File: src/logic/efs_defs.svh
// offsets, field positions, reset values and counts of the frame status block
`ifndef EFS_DEFS_SVH
`define EFS_DEFS_SVH

`define EFS_ADDR_RX_STATUS 32'hff80_0014
`define EFS_ADDR_TX_STATUS 32'hff80_0018
`define EFS_ADDR_CONTROL 32'hff80_001c
`define EFS_ADDR_GEN_STATUS 32'hff80_0020
`define EFS_ADDR_IRQ_STATUS 32'hff80_0024
`define EFS_ADDR_IRQ_MASK 32'hff80_0028

`define EFS_RX_SIZE_HI 31
`define EFS_RX_SIZE_LO 16
`define EFS_RX_CE_BIT 15
`define EFS_RX_DV_BIT 14
`define EFS_RX_OK_BIT 13
`define EFS_RX_BC_BIT 12
`define EFS_RX_MC_BIT 11
`define EFS_RX_CRC_BIT 10
`define EFS_RX_DR_BIT 9
`define EFS_RX_CV_BIT 8

`define EFS_TX_TALLY_HI 3
`define EFS_TX_TALLY_LO 0
`define EFS_TX_LATE_BIT 11
`define EFS_TX_EXCESS_BIT 12

`define EFS_CTL_DMA_BIT 0
`define EFS_CTL_RETRY_HI 7
`define EFS_CTL_RETRY_LO 4

`define EFS_GEN_READY_BIT 0
`define EFS_GEN_FIFO_BIT 1

`define EFS_IRQ_RX_DONE_BIT 0
`define EFS_IRQ_TX_ABORT_BIT 1

`define EFS_RETRY_RESET 4'hf
`define EFS_TALLY_MAX 4'hf
`define EFS_ZERO32 32'h0000_0000
`define EFS_ZERO16 16'h0000

`endif

File: src/logic/efs_pkg.sv
// types of the frame status block
package efs_pkg;

   typedef enum logic [1:0] {
      EFS_TX_IDLE = 2'b00,
      EFS_TX_SEND = 2'b01,
      EFS_TX_DONE = 2'b10
   } efs_tx_state_t;

   typedef struct packed {
      efs_tx_state_t tx_state;
      logic [3:0] tx_tally;
      logic tx_excess;
      logic tx_late;
      logic tx_retry;
      logic [3:0] retry_limit;
      logic dma_mode;
      logic [31:0] rx_status;
      logic ce_pend;
      logic dv_pend;
      logic cv_pend;
      logic rx_ready;
      logic fifo_has;
      logic buf_complete;
      logic flush;
      logic desc_we;
      logic [15:0] desc_status_index;
      logic [15:0] desc_buf_len;
      logic [1:0] irq_stat;
      logic [1:0] irq_mask;
      logic [31:0] rdata;
      logic er_s1;
      logic er_s2;
   } efs_state_t;

endpackage

File: src/logic/efs_top.sv
// frame status reporting of the ethernet mac: transmit tally and receive status word
`timescale 1ns/1ps
`include "efs_defs.svh"

module efs_top (
   input wire logic clk_i,
   input wire logic rst_i,
   // register port
   input wire logic [31:0] reg_addr_i,
   input wire logic [31:0] reg_wdata_i,
   input wire logic reg_wr_i,
   input wire logic reg_rd_i,
   output logic [31:0] reg_rdata_o,
   // transmit side, to and from the mac transmitter
   input wire logic tx_start_i,
   input wire logic tx_collision_i,
   input wire logic tx_late_collision_i,
   input wire logic tx_done_i,
   output logic tx_retry_o,
   output logic [3:0] tx_collision_tally_o,
   output logic tx_abort_excess_collisions_o,
   output logic tx_abort_late_collision_o,
   // receive side, from the mac receiver
   input wire logic rx_frame_done_i,
   input wire logic [15:0] rx_frame_byte_count_i,
   input wire logic rx_broadcast_i,
   input wire logic rx_multicast_i,
   input wire logic rx_crc_bad_i,
   input wire logic [2:0] rx_dribble_bits_i,
   input wire logic rx_carrier_event_i,
   input wire logic rx_data_violation_i,
   input wire logic rx_data_phase_i,
   input wire logic rx_drained_i,
   // receive error pin from the phy
   input wire logic phy_rx_er_i,
   // fifo and descriptor side
   output logic rx_status_ready_o,
   output logic rx_fifo_has_frame_o,
   output logic rx_buffer_complete_o,
   output logic rx_flush_o,
   output logic desc_we_o,
   output logic [15:0] descriptor_status_index_field_o,
   output logic [15:0] desc_buf_len_o,
   output logic irq_o
);

   efs_pkg::efs_state_t s;
   efs_pkg::efs_state_t next_s;

   // a frame is offered only when no crc, dribble or code error flag is raised
   function automatic logic frame_clean(input logic crc, input logic [2:0] drib,
                                        input logic cv);
      frame_clean = !crc && (drib == 3'h0) && !cv;
   endfunction

   function automatic logic [3:0] tally_view(input efs_pkg::efs_state_t st);
      tally_view = (st.tx_late || st.tx_excess) ? st.tx_tally : 4'h0;
   endfunction

   logic [31:0] new_status;
   logic clean;
   logic cv_now;
   logic [1:0] irq_set;

   always_comb begin
      next_s = s;
      next_s.tx_retry = 1'b0;
      next_s.flush = 1'b0;
      next_s.desc_we = 1'b0;
      next_s.buf_complete = 1'b0;
      next_s.rdata = `EFS_ZERO32;
      irq_set = 2'b00;

      // receive error pin, two flops before use
      next_s.er_s1 = phy_rx_er_i;
      next_s.er_s2 = s.er_s1;

      // ---------------- transmit ----------------
      case (s.tx_state)
         efs_pkg::EFS_TX_IDLE,
         efs_pkg::EFS_TX_DONE: begin
            if (tx_start_i) begin
               next_s.tx_tally = 4'h0;
               next_s.tx_excess = 1'b0;
               next_s.tx_late = 1'b0;
               next_s.tx_state = efs_pkg::EFS_TX_SEND;
            end
         end
         efs_pkg::EFS_TX_SEND: begin
            if (tx_late_collision_i) begin
               next_s.tx_late = 1'b1;
               if (s.tx_tally != `EFS_TALLY_MAX) begin
                  next_s.tx_tally = s.tx_tally + 4'h1;
               end
               next_s.tx_state = efs_pkg::EFS_TX_DONE;
               irq_set[`EFS_IRQ_TX_ABORT_BIT] = 1'b1;
            end else if (tx_collision_i) begin
               if (s.tx_tally != `EFS_TALLY_MAX) begin
                  next_s.tx_tally = s.tx_tally + 4'h1;
               end
               if (s.tx_tally >= s.retry_limit) begin
                  next_s.tx_excess = 1'b1;
                  next_s.tx_state = efs_pkg::EFS_TX_DONE;
                  irq_set[`EFS_IRQ_TX_ABORT_BIT] = 1'b1;
               end else begin
                  next_s.tx_retry = 1'b1;
               end
            end else if (tx_done_i) begin
               next_s.tx_state = efs_pkg::EFS_TX_DONE;
            end
         end
         default: begin
            next_s.tx_state = efs_pkg::EFS_TX_IDLE;
         end
      endcase

      // ---------------- receive ----------------
      // error seen only inside data phase
      cv_now = s.er_s2 && rx_data_phase_i;
      clean = frame_clean(rx_crc_bad_i, rx_dribble_bits_i, s.cv_pend || cv_now);

      new_status = `EFS_ZERO32;
      new_status[`EFS_RX_SIZE_HI:`EFS_RX_SIZE_LO] = rx_frame_byte_count_i;
      new_status[`EFS_RX_CE_BIT] = s.ce_pend;
      new_status[`EFS_RX_DV_BIT] = s.dv_pend;
      new_status[`EFS_RX_OK_BIT] = clean;
      new_status[`EFS_RX_BC_BIT] = rx_broadcast_i;
      new_status[`EFS_RX_MC_BIT] = rx_multicast_i;
      new_status[`EFS_RX_CRC_BIT] = rx_crc_bad_i;
      // dribble flag, one to seven bits
      new_status[`EFS_RX_DR_BIT] = (rx_dribble_bits_i != 3'h0);
      new_status[`EFS_RX_CV_BIT] = s.cv_pend || cv_now;

      // history flags; a carrier or violation event in the completing cycle counts toward the next frame, a code error toward this one
      if (rx_frame_done_i) begin
         next_s.ce_pend = rx_carrier_event_i;
         next_s.dv_pend = rx_data_violation_i;
         next_s.cv_pend = 1'b0;
      end else begin
         next_s.ce_pend = s.ce_pend || rx_carrier_event_i;
         next_s.dv_pend = s.dv_pend || rx_data_violation_i;
         next_s.cv_pend = s.cv_pend || cv_now;
      end

      // drained frame drops ready; a clean frame completing now wins over it
      if (rx_drained_i) begin
         next_s.rx_ready = 1'b0;
         next_s.fifo_has = 1'b0;
      end

      if (rx_frame_done_i) begin
         next_s.rx_status = new_status;
         next_s.buf_complete = 1'b1;
         irq_set[`EFS_IRQ_RX_DONE_BIT] = 1'b1;
         if (clean) begin
            next_s.rx_ready = 1'b1;
            next_s.fifo_has = 1'b1;
         end else begin
            next_s.flush = 1'b1;
         end
         if (s.dma_mode) begin
            next_s.desc_we = 1'b1;
            next_s.desc_status_index = new_status[15:0];
            next_s.desc_buf_len = rx_frame_byte_count_i;
         end
      end

      // ---------------- register port ----------------
      if (reg_wr_i) begin
         case (reg_addr_i)
            `EFS_ADDR_CONTROL: begin
               next_s.dma_mode = reg_wdata_i[`EFS_CTL_DMA_BIT];
               next_s.retry_limit = reg_wdata_i[`EFS_CTL_RETRY_HI:`EFS_CTL_RETRY_LO];
            end
            `EFS_ADDR_IRQ_STATUS: begin
               next_s.irq_stat = s.irq_stat & ~reg_wdata_i[1:0];
            end
            `EFS_ADDR_IRQ_MASK: begin
               next_s.irq_mask = reg_wdata_i[1:0];
            end
            // rx, tx and general status registers are read only; writes ignored
            default: begin
            end
         endcase
      end
      // new events win over a clear in the same cycle
      next_s.irq_stat = next_s.irq_stat | irq_set;

      if (reg_rd_i) begin
         case (reg_addr_i)
            `EFS_ADDR_RX_STATUS: begin
               next_s.rdata = s.rx_status;
            end
            `EFS_ADDR_TX_STATUS: begin
               next_s.rdata[`EFS_TX_TALLY_HI:`EFS_TX_TALLY_LO] = tally_view(s);
               next_s.rdata[`EFS_TX_LATE_BIT] = s.tx_late;
               next_s.rdata[`EFS_TX_EXCESS_BIT] = s.tx_excess;
            end
            `EFS_ADDR_CONTROL: begin
               next_s.rdata[`EFS_CTL_DMA_BIT] = s.dma_mode;
               next_s.rdata[`EFS_CTL_RETRY_HI:`EFS_CTL_RETRY_LO] = s.retry_limit;
            end
            `EFS_ADDR_GEN_STATUS: begin
               next_s.rdata[`EFS_GEN_READY_BIT] = s.rx_ready;
               next_s.rdata[`EFS_GEN_FIFO_BIT] = s.fifo_has;
            end
            `EFS_ADDR_IRQ_STATUS: begin
               next_s.rdata[1:0] = s.irq_stat;
            end
            `EFS_ADDR_IRQ_MASK: begin
               next_s.rdata[1:0] = s.irq_mask;
            end
            default: begin
               next_s.rdata = `EFS_ZERO32;
            end
         endcase
      end
   end

   always_ff @(posedge clk_i) begin
      if (rst_i) begin
         s <= '0;
         s.tx_state <= efs_pkg::EFS_TX_IDLE;
         s.retry_limit <= `EFS_RETRY_RESET;
      end else begin
         s <= next_s;
      end
   end

   assign reg_rdata_o = s.rdata;
   assign tx_retry_o = s.tx_retry;
   assign tx_collision_tally_o = tally_view(s);
   assign tx_abort_excess_collisions_o = s.tx_excess;
   assign tx_abort_late_collision_o = s.tx_late;
   assign rx_status_ready_o = s.rx_ready;
   assign rx_fifo_has_frame_o = s.fifo_has;
   assign rx_buffer_complete_o = s.buf_complete;
   assign rx_flush_o = s.flush;
   assign desc_we_o = s.desc_we;
   assign descriptor_status_index_field_o = s.desc_status_index;
   assign desc_buf_len_o = s.desc_buf_len;
   // level interrupt while an unmasked event is pending
   assign irq_o = |(s.irq_stat & s.irq_mask);

endmodule // efs_top

File: config.mk
export PLATFORM = sky130hd
export DESIGN_NAME = efs_top
export DESIGN_NICKNAME = d
export VERILOG_FILES = /design/src/logic/efs_pkg.sv /design/src/logic/efs_top.sv
export VERILOG_INCLUDE_DIRS = /design/src /design/src/logic
export SDC_FILE = /design/constraint.sdc
export NUM_CORES = 1
export LEC_CHECK = 0
export BUFFER_PORTS_ARGS = -buffer_cell sky130_fd_sc_hd__buf_4
export CELL_PAD_IN_SITES_DETAIL_PLACEMENT = 1
export CELL_PAD_IN_SITES_GLOBAL_PLACEMENT = 2
export CORE_MARGIN = 2
export CORE_UTILIZATION = 25
export CTS_BUF_LIST = sky130_fd_sc_hd__clkbuf_8 sky130_fd_sc_hd__clkbuf_16
export DETAILED_ROUTE_END_ITERATION = 10
export GPL_TIMING_DRIVEN = 0
export PLACE_DENSITY_LB_ADDON = 0.1
export RECOVER_POWER = 100
export SLEW_MARGIN = 20
export SYNTH_ARGS = -nofsm -noshare
export SYNTH_HDL_FRONTEND = slang
export SYNTH_SLANG_ARGS = --single-unit
File: constraint.sdc
create_clock -name clk_i -period 2.22 [get_ports clk_i]
set_input_delay 0.222 -clock clk_i [delete_from_list [all_inputs] [get_ports clk_i]]
set_output_delay 0.222 -clock clk_i [all_outputs]
set_load 0.01 [all_outputs]
==> Yosys cells after proc, flatten, opt, wreduce, memory -nomap -nowiden <==
Index checks and enable logic that the tools add are counted.
{ "word_totals": {"out_inout_bits": 77, "latch_bits": 0, "inputBits": 100, "mem_bits_rw": 0, "elab_cells": 116, "reg_bits": 108, "rom_bits": 0, "n_memories": 0} }
{ "op_classes": {"bitwise": 11, "addsub": 1, "mux": 31, "n_eq_ne": 17, "n_reduce_logical": 29, "n_lt_le_gt_ge": 1, "shifts": 0, "div_mod_pow": 0, "mul": 0} }
{ "ops": {"columns": ["cell", "n"], "rows": [
  ["$eq 32x32->1 const B", 6],
  ["$mux 37", 1],
  ["$mux 33", 1],
  ["$mux 2", 7],
  ["$mux 4", 3],
  ["$ne 4x4->1 const B", 3],
  ["$pmux 6 s2", 1],
  ["$mux 1", 10],
  ["$ne 2x2->1 const B", 5],
  ["$reduce_or 2->1", 5],
  ["$reduce_and 3->1", 3],
  ["$reduce_or 3->1", 3],
  ["$mux 8", 1],
  ["$pmux 2 s2", 2],
  ["$not 1->1", 7],
  ["$mux 6", 1],
  ["$reduce_and 2->1", 3],
  ["$mux 5", 1],
  ["$pmux 1 s5", 1],
  ["$reduce_and 5->1", 1],
  ["$add 4x1->4 const B", 1],
  ["$and 2x2->2", 2],
  ["$ge 4x4->1", 1],
  ["$logic_or 1x1->1", 4],
  ["other kinds (14)", 17]
]} }

==> Logic depth before layout (Yosys ltp) <==
Gate-level depths: netlist of the first run.
{ "logic_depth": {"word_depth": 6, "mapped_depth": 6, "mapped_depth_nobuf": 6} }

==> Least setup slack after synthesis of the first run <==
OpenSTA, ideal clock, no wires.
{ "synth_path": {"path_type": "reg2reg", "start": "register s[118] in the netlist's numbering", "end": "register s (netlist bit tx_abort_excess_collisions_o)", "arrival_time_ns": 1.961, "required_ns": 2.104, "path_buffers": 0, "slack_ns": 0.143, "stages_incl_launch_ff": 7, "setup_time_ns": 0.116, "synth_period_minus_slack_ns": 2.077, "path_cell_list": "dfxtp_1 > inv_1 > ha_1 > nand2b_1 > a2111oi_0 > nor3_1 > o211a_1"} }
{ "synth_between": {"elab_chain_len": 3} }
{ "synth_lines": {"columns": ["item", "line_no", "rtl"], "rows": [
  ["start, declared", "efs_top.sv:47", "efs_pkg::efs_state_t s;"],
  ["start signal, assigned", "efs_top.sv:226", "s <= next_s;"],
  ["$ge 4x4->1", "efs_top.sv:101", "if (s.tx_tally >= s.retry_limit) begin"],
  ["$ne 2x2->1 (no line)", null, null],
  ["$reduce_and 5->1 (no line)", null, null]
]} }
No other way between the ends.
A chain may end at the register's enable or synchronous reset.

==> Final worst setup path of the first run <==
Same ends and word-level chain as after synthesis.

==> results of run 1 <==
worst max-delay path by stage:
| stage | cells after the start | slack [ns] | to | startpoint |
|---|---|---|---|---|
| after floorplan | 6 | 0.14 | tx_abort_excess_collisions_o | s[118] |
| after global placement | 6 | -0.55 | tx_abort_excess_collisions_o | s[118] |
| after detailed placement | 6 | -0.30 | reg_rdata_o[16] | reg_addr_i[8] |
| after CTS | 6 | 0.03 | tx_abort_excess_collisions_o | s[118] |
| after global routing | 6 | 0.01 | reg_rdata_o[16] | reg_addr_i[1] |
| final | 6 | 0.24 | tx_abort_excess_collisions_o | s[118] |
per-layer routing:
layer,share of wire,up-vias,GRT usage
li1,-,1907,-
met1,0.49,1765,0.195
met2,0.44,106,0.221
met3,0.052,16,0.0345
met4,0.018,0,0.0558
met5,0,-,0
kinds of logic (layout without fill, tap and decap cells):
family,Yosys count,in the layout,share of synthesized area
AOI/OAI and AO/OA,60,60,0.0880
xor gates and xnor gates,2,2,0.00386
adders and majority gates,5,5,0.0138
buffers and inverters,95,252,0.137
DFF,108,108,0.477
muxes,28,28,0.0618
other,1,8,0.000827
and+or+nand+nor,190,190,0.218
synthesized netlist by cell type, types with 2 or more instances:
master / count / area (µm²)
and3_1: 9 / 56.3
a21o_1: 2 / 15.0
mux2i_1: 28 / 280
nand4_1: 6 / 37.5
buf_4: 64 / 480
nor3_1: 9 / 45.0
a2111oi_0: 2 / 17.5
buf_6: 3 / 33.8
a21oi_1: 27 / 135
a22oi_1: 3 / 22.5
ha_1: 5 / 62.6
a32o_1: 2 / 20.0
nand2b_1: 4 / 25.0
buf_1: 4 / 15.0
nand2_1: 54 / 203
o21ai_0: 3 / 15.0
clkbuf_1: 13 / 48.8
o2bb2ai_1: 3 / 26.3
and2_1: 28 / 175
a211oi_1: 4 / 30.0
nor4_1: 10 / 62.6
nand3_1: 4 / 20.0
dfxtp_1: 108 / 2160
xnor2_1: 2 / 17.5
nor2_1: 44 / 165
o21a_1: 2 / 15.0
nor4b_1: 3 / 26.3
o211ai_1: 3 / 22.5
inv_1: 10 / 37.5
nor2b_1: 7 / 43.8
nor3b_1: 2 / 15.0
cell type report:
cell class	instances	share of cell area
plain buffers	85	0.0973
multi-input cells	293	0.299
repair buffers	141	0.138
flip-flops and latches	108	0.363
clock buffers	10	0.0402
clock inverters	6	0.00799
well taps	229	0.0481
inverters	10	0.00631
cells in the final DEF, fill, tap and decap left out, types with 9 or more instances in the layout:
cell type  count
and2_1        20
clkbuf_1      81
inv_1         11
a21oi_1       27
clkbuf_16      9
nor2_1        44
and3_1         9
dfxtp_1      108
mux2i_1       28
nor4_1        10
nand2_1       54
buf_4        133
nor3_1        10
flip-flops by register name, indices dropped and copies added (netlist names), 2 cells and up:
signal                           flops
s                                   41
reg_rdata_o                         32
descriptor_status_index_field_o      8
new_status                           2
desc_buf_len_o                      16
critical path: stages (launching register included):
cell	delay (ns)
dfxtp_1	0.44
inv_1	0.12
ha_1	0.28
nand2b_1	0.18
a2111oi_4	0.51
nor3_1	0.13
o211a_1	0.22
what timing repair did:
action / in CTS / in global routing
hold buffers: 0 / 0
gates resized for setup: 1 / 1
pin swaps: 0 / 0
endpoints found under the setup margin: 5 / 5
power by group through the flow:
stage / Clock, µW / Sequential, µW / Combinational (µW)
final: 1570 / 2000 / 297
after global routing: 1730 / 2000 / 330
after CTS: 1630 / 2000 / 308
after detailed placement: 0 / 2040 / 306
after global placement: 0 / 2040 / 302
after floorplan: 0 / 2040 / 137
per-stage QoR:
stage	instances	hold slack, ns
2_1_floorplan	496	0.331
4_1_cts	882	0.0601
3_3_place_gp	866	0.422
6_report	882	0.0764
3_5_place_dp	866	0.430
5_1_grt	882	0.0615
==> qor.csv, run 1 <==
stage;metric;value;unit
placement;Post-DP HPWL;10500;µm
sta;RSZ-0062 raised after global routing;no;
power_and_ir_drop;internal power;2930;µW
final_layout;area taken by multi-input logic gates;0.00178;mm²
die;io pins;177;
routing;drt total wl;13700;µm
clock_tree;post-CTS setup buffers;0;
routing;per-cell routed wire length;15.6;µm
clock_tree;root buf cell;clkbuf_16;
final_layout;n_diodes;0;
die;CORE AREA;0.0179;mm²
worst_setup_path;reg2reg path depth;6;
die;Die X-Extent;139;µm
synth;Mean Syn Cell Area;9.28;µm²
clock_tree;CTS buffer count;9;
clock_tree;Skew-Pair Late Insertion Delay;0.36;ns
synth;cells after synthesis;489;
synth;EDFF count, synth;0;
sta;Max Clk Rate;504;MHz
synth;sequential-to-total area share from yosys stat;0.477;
power_and_ir_drop;Sw Share;0.243;
status;status;complete, no violations;
sta;Worst Skew;0.00867;ns
worst_setup_path;R2R Path Start;s[118];
sta;final worst setup slack;0.238;ns
final_layout;Area growth syn-to-layout;31.2;%
synth;Post-Syn Area;0.00454;mm²
routing;post-route ant nets;0;
clock_tree;clk buf depth;2;
sta;Setup violations, final;0;
routing;vias;3794;
global_route;initial antenna violation count;0;
worst_setup_path;critical path type;flop to flop;
global_route;remaining global-route overflow;0;
placement;placer congestion estimate;0.744;
power_and_ir_drop;Net Sw Power;939;µW
final_layout;Final #Nets;753;
final_layout;share of cells above drive strength 1;0.251;
placement;DP Area;0.00591;mm²
synth;asr flop ratio synth;0;
power_and_ir_drop;Power Total;3860;µW
clock_tree;Sinks on Clock Net;108;
worst_setup_path;Critical Path RT;2.47;ns
worst_hold_path;Hold WC Path Type;input pin to flop;
worst_hold_path;Hold Startpoint;rx_carrier_event_i;
power_and_ir_drop;logic gate share of total power;0.077;
power_and_ir_drop;Sequential Power Share;0.517;
die;die area;0.0192;mm²
power_and_ir_drop;Leak Pwr;0.00255;µW
die;Die Ht;139;µm
die;num rows;49;
global_route;number of global-route vias before repair;3980;
global_route;largest net degree at the start of global routing;19;
placement;PortBufs;141;
sta;Slew HR;0.407;
sta;Hold Violations, Final;0;
sta;Setup TNS Final;0;ns
synth;top_reg_cell synth;dfxtp_1;
sta;worst slew pin tran;0.876;ns
worst_hold_path;end point of the worst hold path;new_status[15];
worst_setup_path;worst path arrival time;2.23;ns
clock_tree;register clock-pin slew on the reported worst setup and hold paths;0.08;ns
final_layout;post-layout util;0.332;
sta;min Tclk post-route;1.98;ns
final_layout;Register Area;0.00216;mm²
synth;Yosys reg bits;108;
clock_tree;H-tree Lvls;3;
final_layout;post-route cell area;0.00595;mm²
power_and_ir_drop;PwrDens;649;mW/mm²
routing;DRT Pass-1 Iters;4;
routing;Iter 0 DRT Violations;133;
power_and_ir_drop;maximum vdd drop;0.339;mV
sta;Slew Viols, Final;0;
routing;Remaining DRCs;0;
worst_setup_path;worst reg2reg setup slack;0.24;ns
global_route;first-pass GRT wire length;21600;µm
worst_setup_path;CP max FO;5;
clock_tree;CTS tree;yes;
synth;post-synth cell types;52;
final_layout;Fill cells;2164;
worst_setup_path;Setup crit end kind;flop;
worst_setup_path;CP startpoint kind;flop;
worst_hold_path;Min-Delay Path Depth;3;
job;maxcap violations;0;
power_and_ir_drop;clock network power share;0.406;
sta;final period utilization;0.893;
worst_setup_path;FF-to-FF End;tx_abort_excess_collisions_o;
placement;dpl ws;-0.298;ns
routing;Via density;4.30;
global_route;Tot GR Track Use;0.144;
die;initial core utilization;0.253;
synth;Ys Warns;0;
Note: power is estimated with default switching activity, not from simulation.
==> run 2, diff against run 1 <==
--- a/config.mk
+++ b/config.mk
@@ -12,8 +12,10 @@
 export CORE_MARGIN = 2
 export CORE_UTILIZATION = 25
 export CTS_BUF_LIST = sky130_fd_sc_hd__clkbuf_8 sky130_fd_sc_hd__clkbuf_16
+export CTS_CLUSTER_DIAMETER = 200
 export DETAILED_ROUTE_END_ITERATION = 10
 export GPL_TIMING_DRIVEN = 0
+export MAX_ROUTING_LAYER = met4
 export PLACE_DENSITY_LB_ADDON = 0.1
 export RECOVER_POWER = 100
 export SLEW_MARGIN = 20
==> constraint.sdc (replaced) <==
create_clock -name clk_i -period 2.22 [get_ports clk_i]
set_input_delay 0.222 -clock clk_i [delete_from_list [all_inputs] [get_ports clk_i]]
set_output_delay 0.222 -clock clk_i [all_outputs]
set_load 0.02 [all_outputs]
==> qor.csv, run 2 (synthesis results as in run 1) <==
stage;metric;value;unit;change
status;status;complete, no violations;;
die;die area;0.0192;mm²;unchanged
global_route;routing usage on met1;0.197;;+0.00235
global_route;first-pass GRT wire length;21600;µm;unchanged
sta;RSZ-0062 raised after global routing;no;;
routing;Remaining DRCs;0;;unchanged
clock_tree;Skew-Pair Late Insertion Delay;0.36;ns;about the same
clock_tree;clk buf depth;2;;unchanged
global_route;met3 GRT Util;0.0300;;-0.00449
final_layout;number of flip-flops in the largest register;41;;unchanged
clock_tree;post-CTS setup buffers;0;;unchanged
clock_tree;PostCTS Resize Cnt;1;;unchanged
die;io pins;177;;unchanged
worst_setup_path;worst path arrival time;2.26;ns;+0.03 ns
clock_tree;H-tree Lvls;3;;unchanged
worst_hold_path;Hold WC Path Type;input pin to flop;;
global_route;remaining global-route overflow;0;;unchanged
final_layout;Area growth syn-to-layout;30.7;%;
die;num rows;49;;unchanged
routing;per-cell routed wire length;15.6;µm;+0.11%
die;Die X-Extent;139;µm;unchanged
sta;Setup violations, final;0;;unchanged
clock_tree;CTS Hold Bufs;0;;unchanged
final_layout;post-layout util;0.331;;-0.00126
worst_hold_path;Min-Delay Path Depth;3;;unchanged
clock_tree;root buf cell;clkbuf_16;;
worst_setup_path;CP max stage cell;nor4b_1;;
worst_setup_path;Max stage delay on crit path;0.78;ns;+0.27 ns
worst_setup_path;CP max FO;9;;+4
sta;Worst Skew;0.00849;ns;-0.000185 ns
sta;Slew HR;0.401;;-0.00672
worst_setup_path;reg2reg path depth;6;;unchanged
power_and_ir_drop;Leak Pwr;0.00253;µW;-0.91%
routing;vias;3796;;+0.053%
placement;Post-DP HPWL;10500;µm;unchanged
worst_setup_path;CP startpoint kind;input pin;;
worst_setup_path;critical path type;input pin to flop;;
die;CORE AREA;0.0179;mm²;unchanged
sta;worst slew pin tran;0.891;ns;+0.0142 ns
final_layout;most frequent cells in the layout;buf_4, dfxtp_1, clkbuf_1;;
sta;Fin Hold WS;0.0769;ns;+0.000461 ns
global_route;largest net degree at the start of global routing;19;;unchanged
final_layout;Fill cells;2168;;+0.18%
global_route;Tot GR Track Use;0.148;;+0.00423
routing;Via density;4.30;;about the same
global_route;grt peak-use layer;met2;;
clock_tree;Sinks on Clock Net;108;;unchanged
final_layout;post-route cell area;0.00593;mm²;-0.38%
worst_setup_path;CP cell instances;clkbuf_4, nor4_1, nand4_1, nor4b_1, mux2i_1;;
final_layout;Register Area;0.00216;mm²;unchanged
routing;drt total wl;13700;µm;+0.11%
global_route;met2 Track Usage GR;0.221;;+0.000261
die;initial core utilization;0.253;;unchanged
clock_tree;register clock-pin slew on the reported worst setup and hold paths;0.08;ns;about the same
routing;Iter 0 DRT Violations;153;;+15%
sta;final period utilization;0.892;;-0.00119
placement;PortBufs;141;;unchanged
placement;placer congestion estimate;0.754;;+1.2%
global_route;number of global-route vias before repair;3984;;+0.10%
power_and_ir_drop;PwrDens;653;mW/mm²;+0.62%
final_layout;share of cells above drive strength 1;0.242;;-0.00919
routing;DRT Pass-1 Iters;4;;unchanged
die;Die Ht;139;µm;unchanged
placement;DP Area;0.00591;mm²;unchanged
final_layout;most flop-heavy register;s;;
sta;Max Clk Rate;505;MHz;+0.13%
sta;Hold Violations, Final;0;;unchanged
global_route;initial antenna violation count;0;;unchanged
final_layout;n_diodes;0;;unchanged
final_layout;Final #Nets;753;;unchanged
worst_setup_path;Setup crit end kind;flop;;
worst_setup_path;Critical Path RT;2.50;ns;+0.03 ns
final_layout;area taken by multi-input logic gates;0.00178;mm²;unchanged
sta;Setup TNS Final;0;ns;unchanged
routing;post-route ant nets;0;;unchanged
sta;Slew Viols, Final;0;;unchanged
clock_tree;CTS buffer count;9;;unchanged
job;maxcap violations;0;;unchanged
final_layout;commonest non-fill, non-tap cell in the layout;buf_4;;
power_and_ir_drop;maximum vdd drop;0.338;mV;-0.25%
clock_tree;CTS tree;yes;;
sta;min Tclk post-route;1.98;ns;-0.00263 ns
[run 2: cell types whose count changed in the layout (fill, tap and decap cells not counted)]
cell,change
clkbuf_1,+6
clkbuf_4,-6
and2_0,+1
and2_1,-1
[run 2: worst paths after layout]
| kind | start | to | slack, ns |
|---|---|---|---|
| min reg2reg | next_s[0] | s[0] | 0.45 |
| min | rx_carrier_event_i | new_status[15] | 0.08 |
| max | reg_addr_i[8] | s[35] | 0.24 |
| max reg2reg | s[118] | tx_abort_excess_collisions_o | 0.24 |
[run 2: area by class of cell]
cell class	count	share of cell area
Buffer	85	0.0983
Clock buffer	10	0.0403
Clock inverter	6	0.00802
Inverter	10	0.00633
Multi-Input combinational cell	293	0.300
Sequential cell	108	0.365
Tap cell	229	0.0483
Timing Repair Buffer	141	0.134
[run 2: metrics by stage]
step	instances	total power, µW	setup slack (ns)
after CTS	882	3950	0.0345
after global placement	866	2350	-0.552
after global routing	882	4070	0.0517
after detailed placement	866	2360	-0.298
after floorplan	496	2180	0.142
final	882	3870	0.240
[run 2: worst max-delay path, delay by kind of cell]
family                 cells  cell delay [ns]
and+or+nand+nor            3             1.68
buffers and inverters      1             0.11
muxes                      1             0.25
[run 2: metal layers]
metal  part of all wire  vias up  wire, µm
met5                  0        -         0
met4              0.019        0       261
met3              0.049       16       672
met2               0.44      109      5990
met1               0.50     1763      6820
li1                   -     1908         -
[run 2: power by group]
group | switching [µW] | internal (µW)
combinational | 158 | 148
clock | 766 | 803
sequential | 23.3 | 1970
total | 947 | 2930
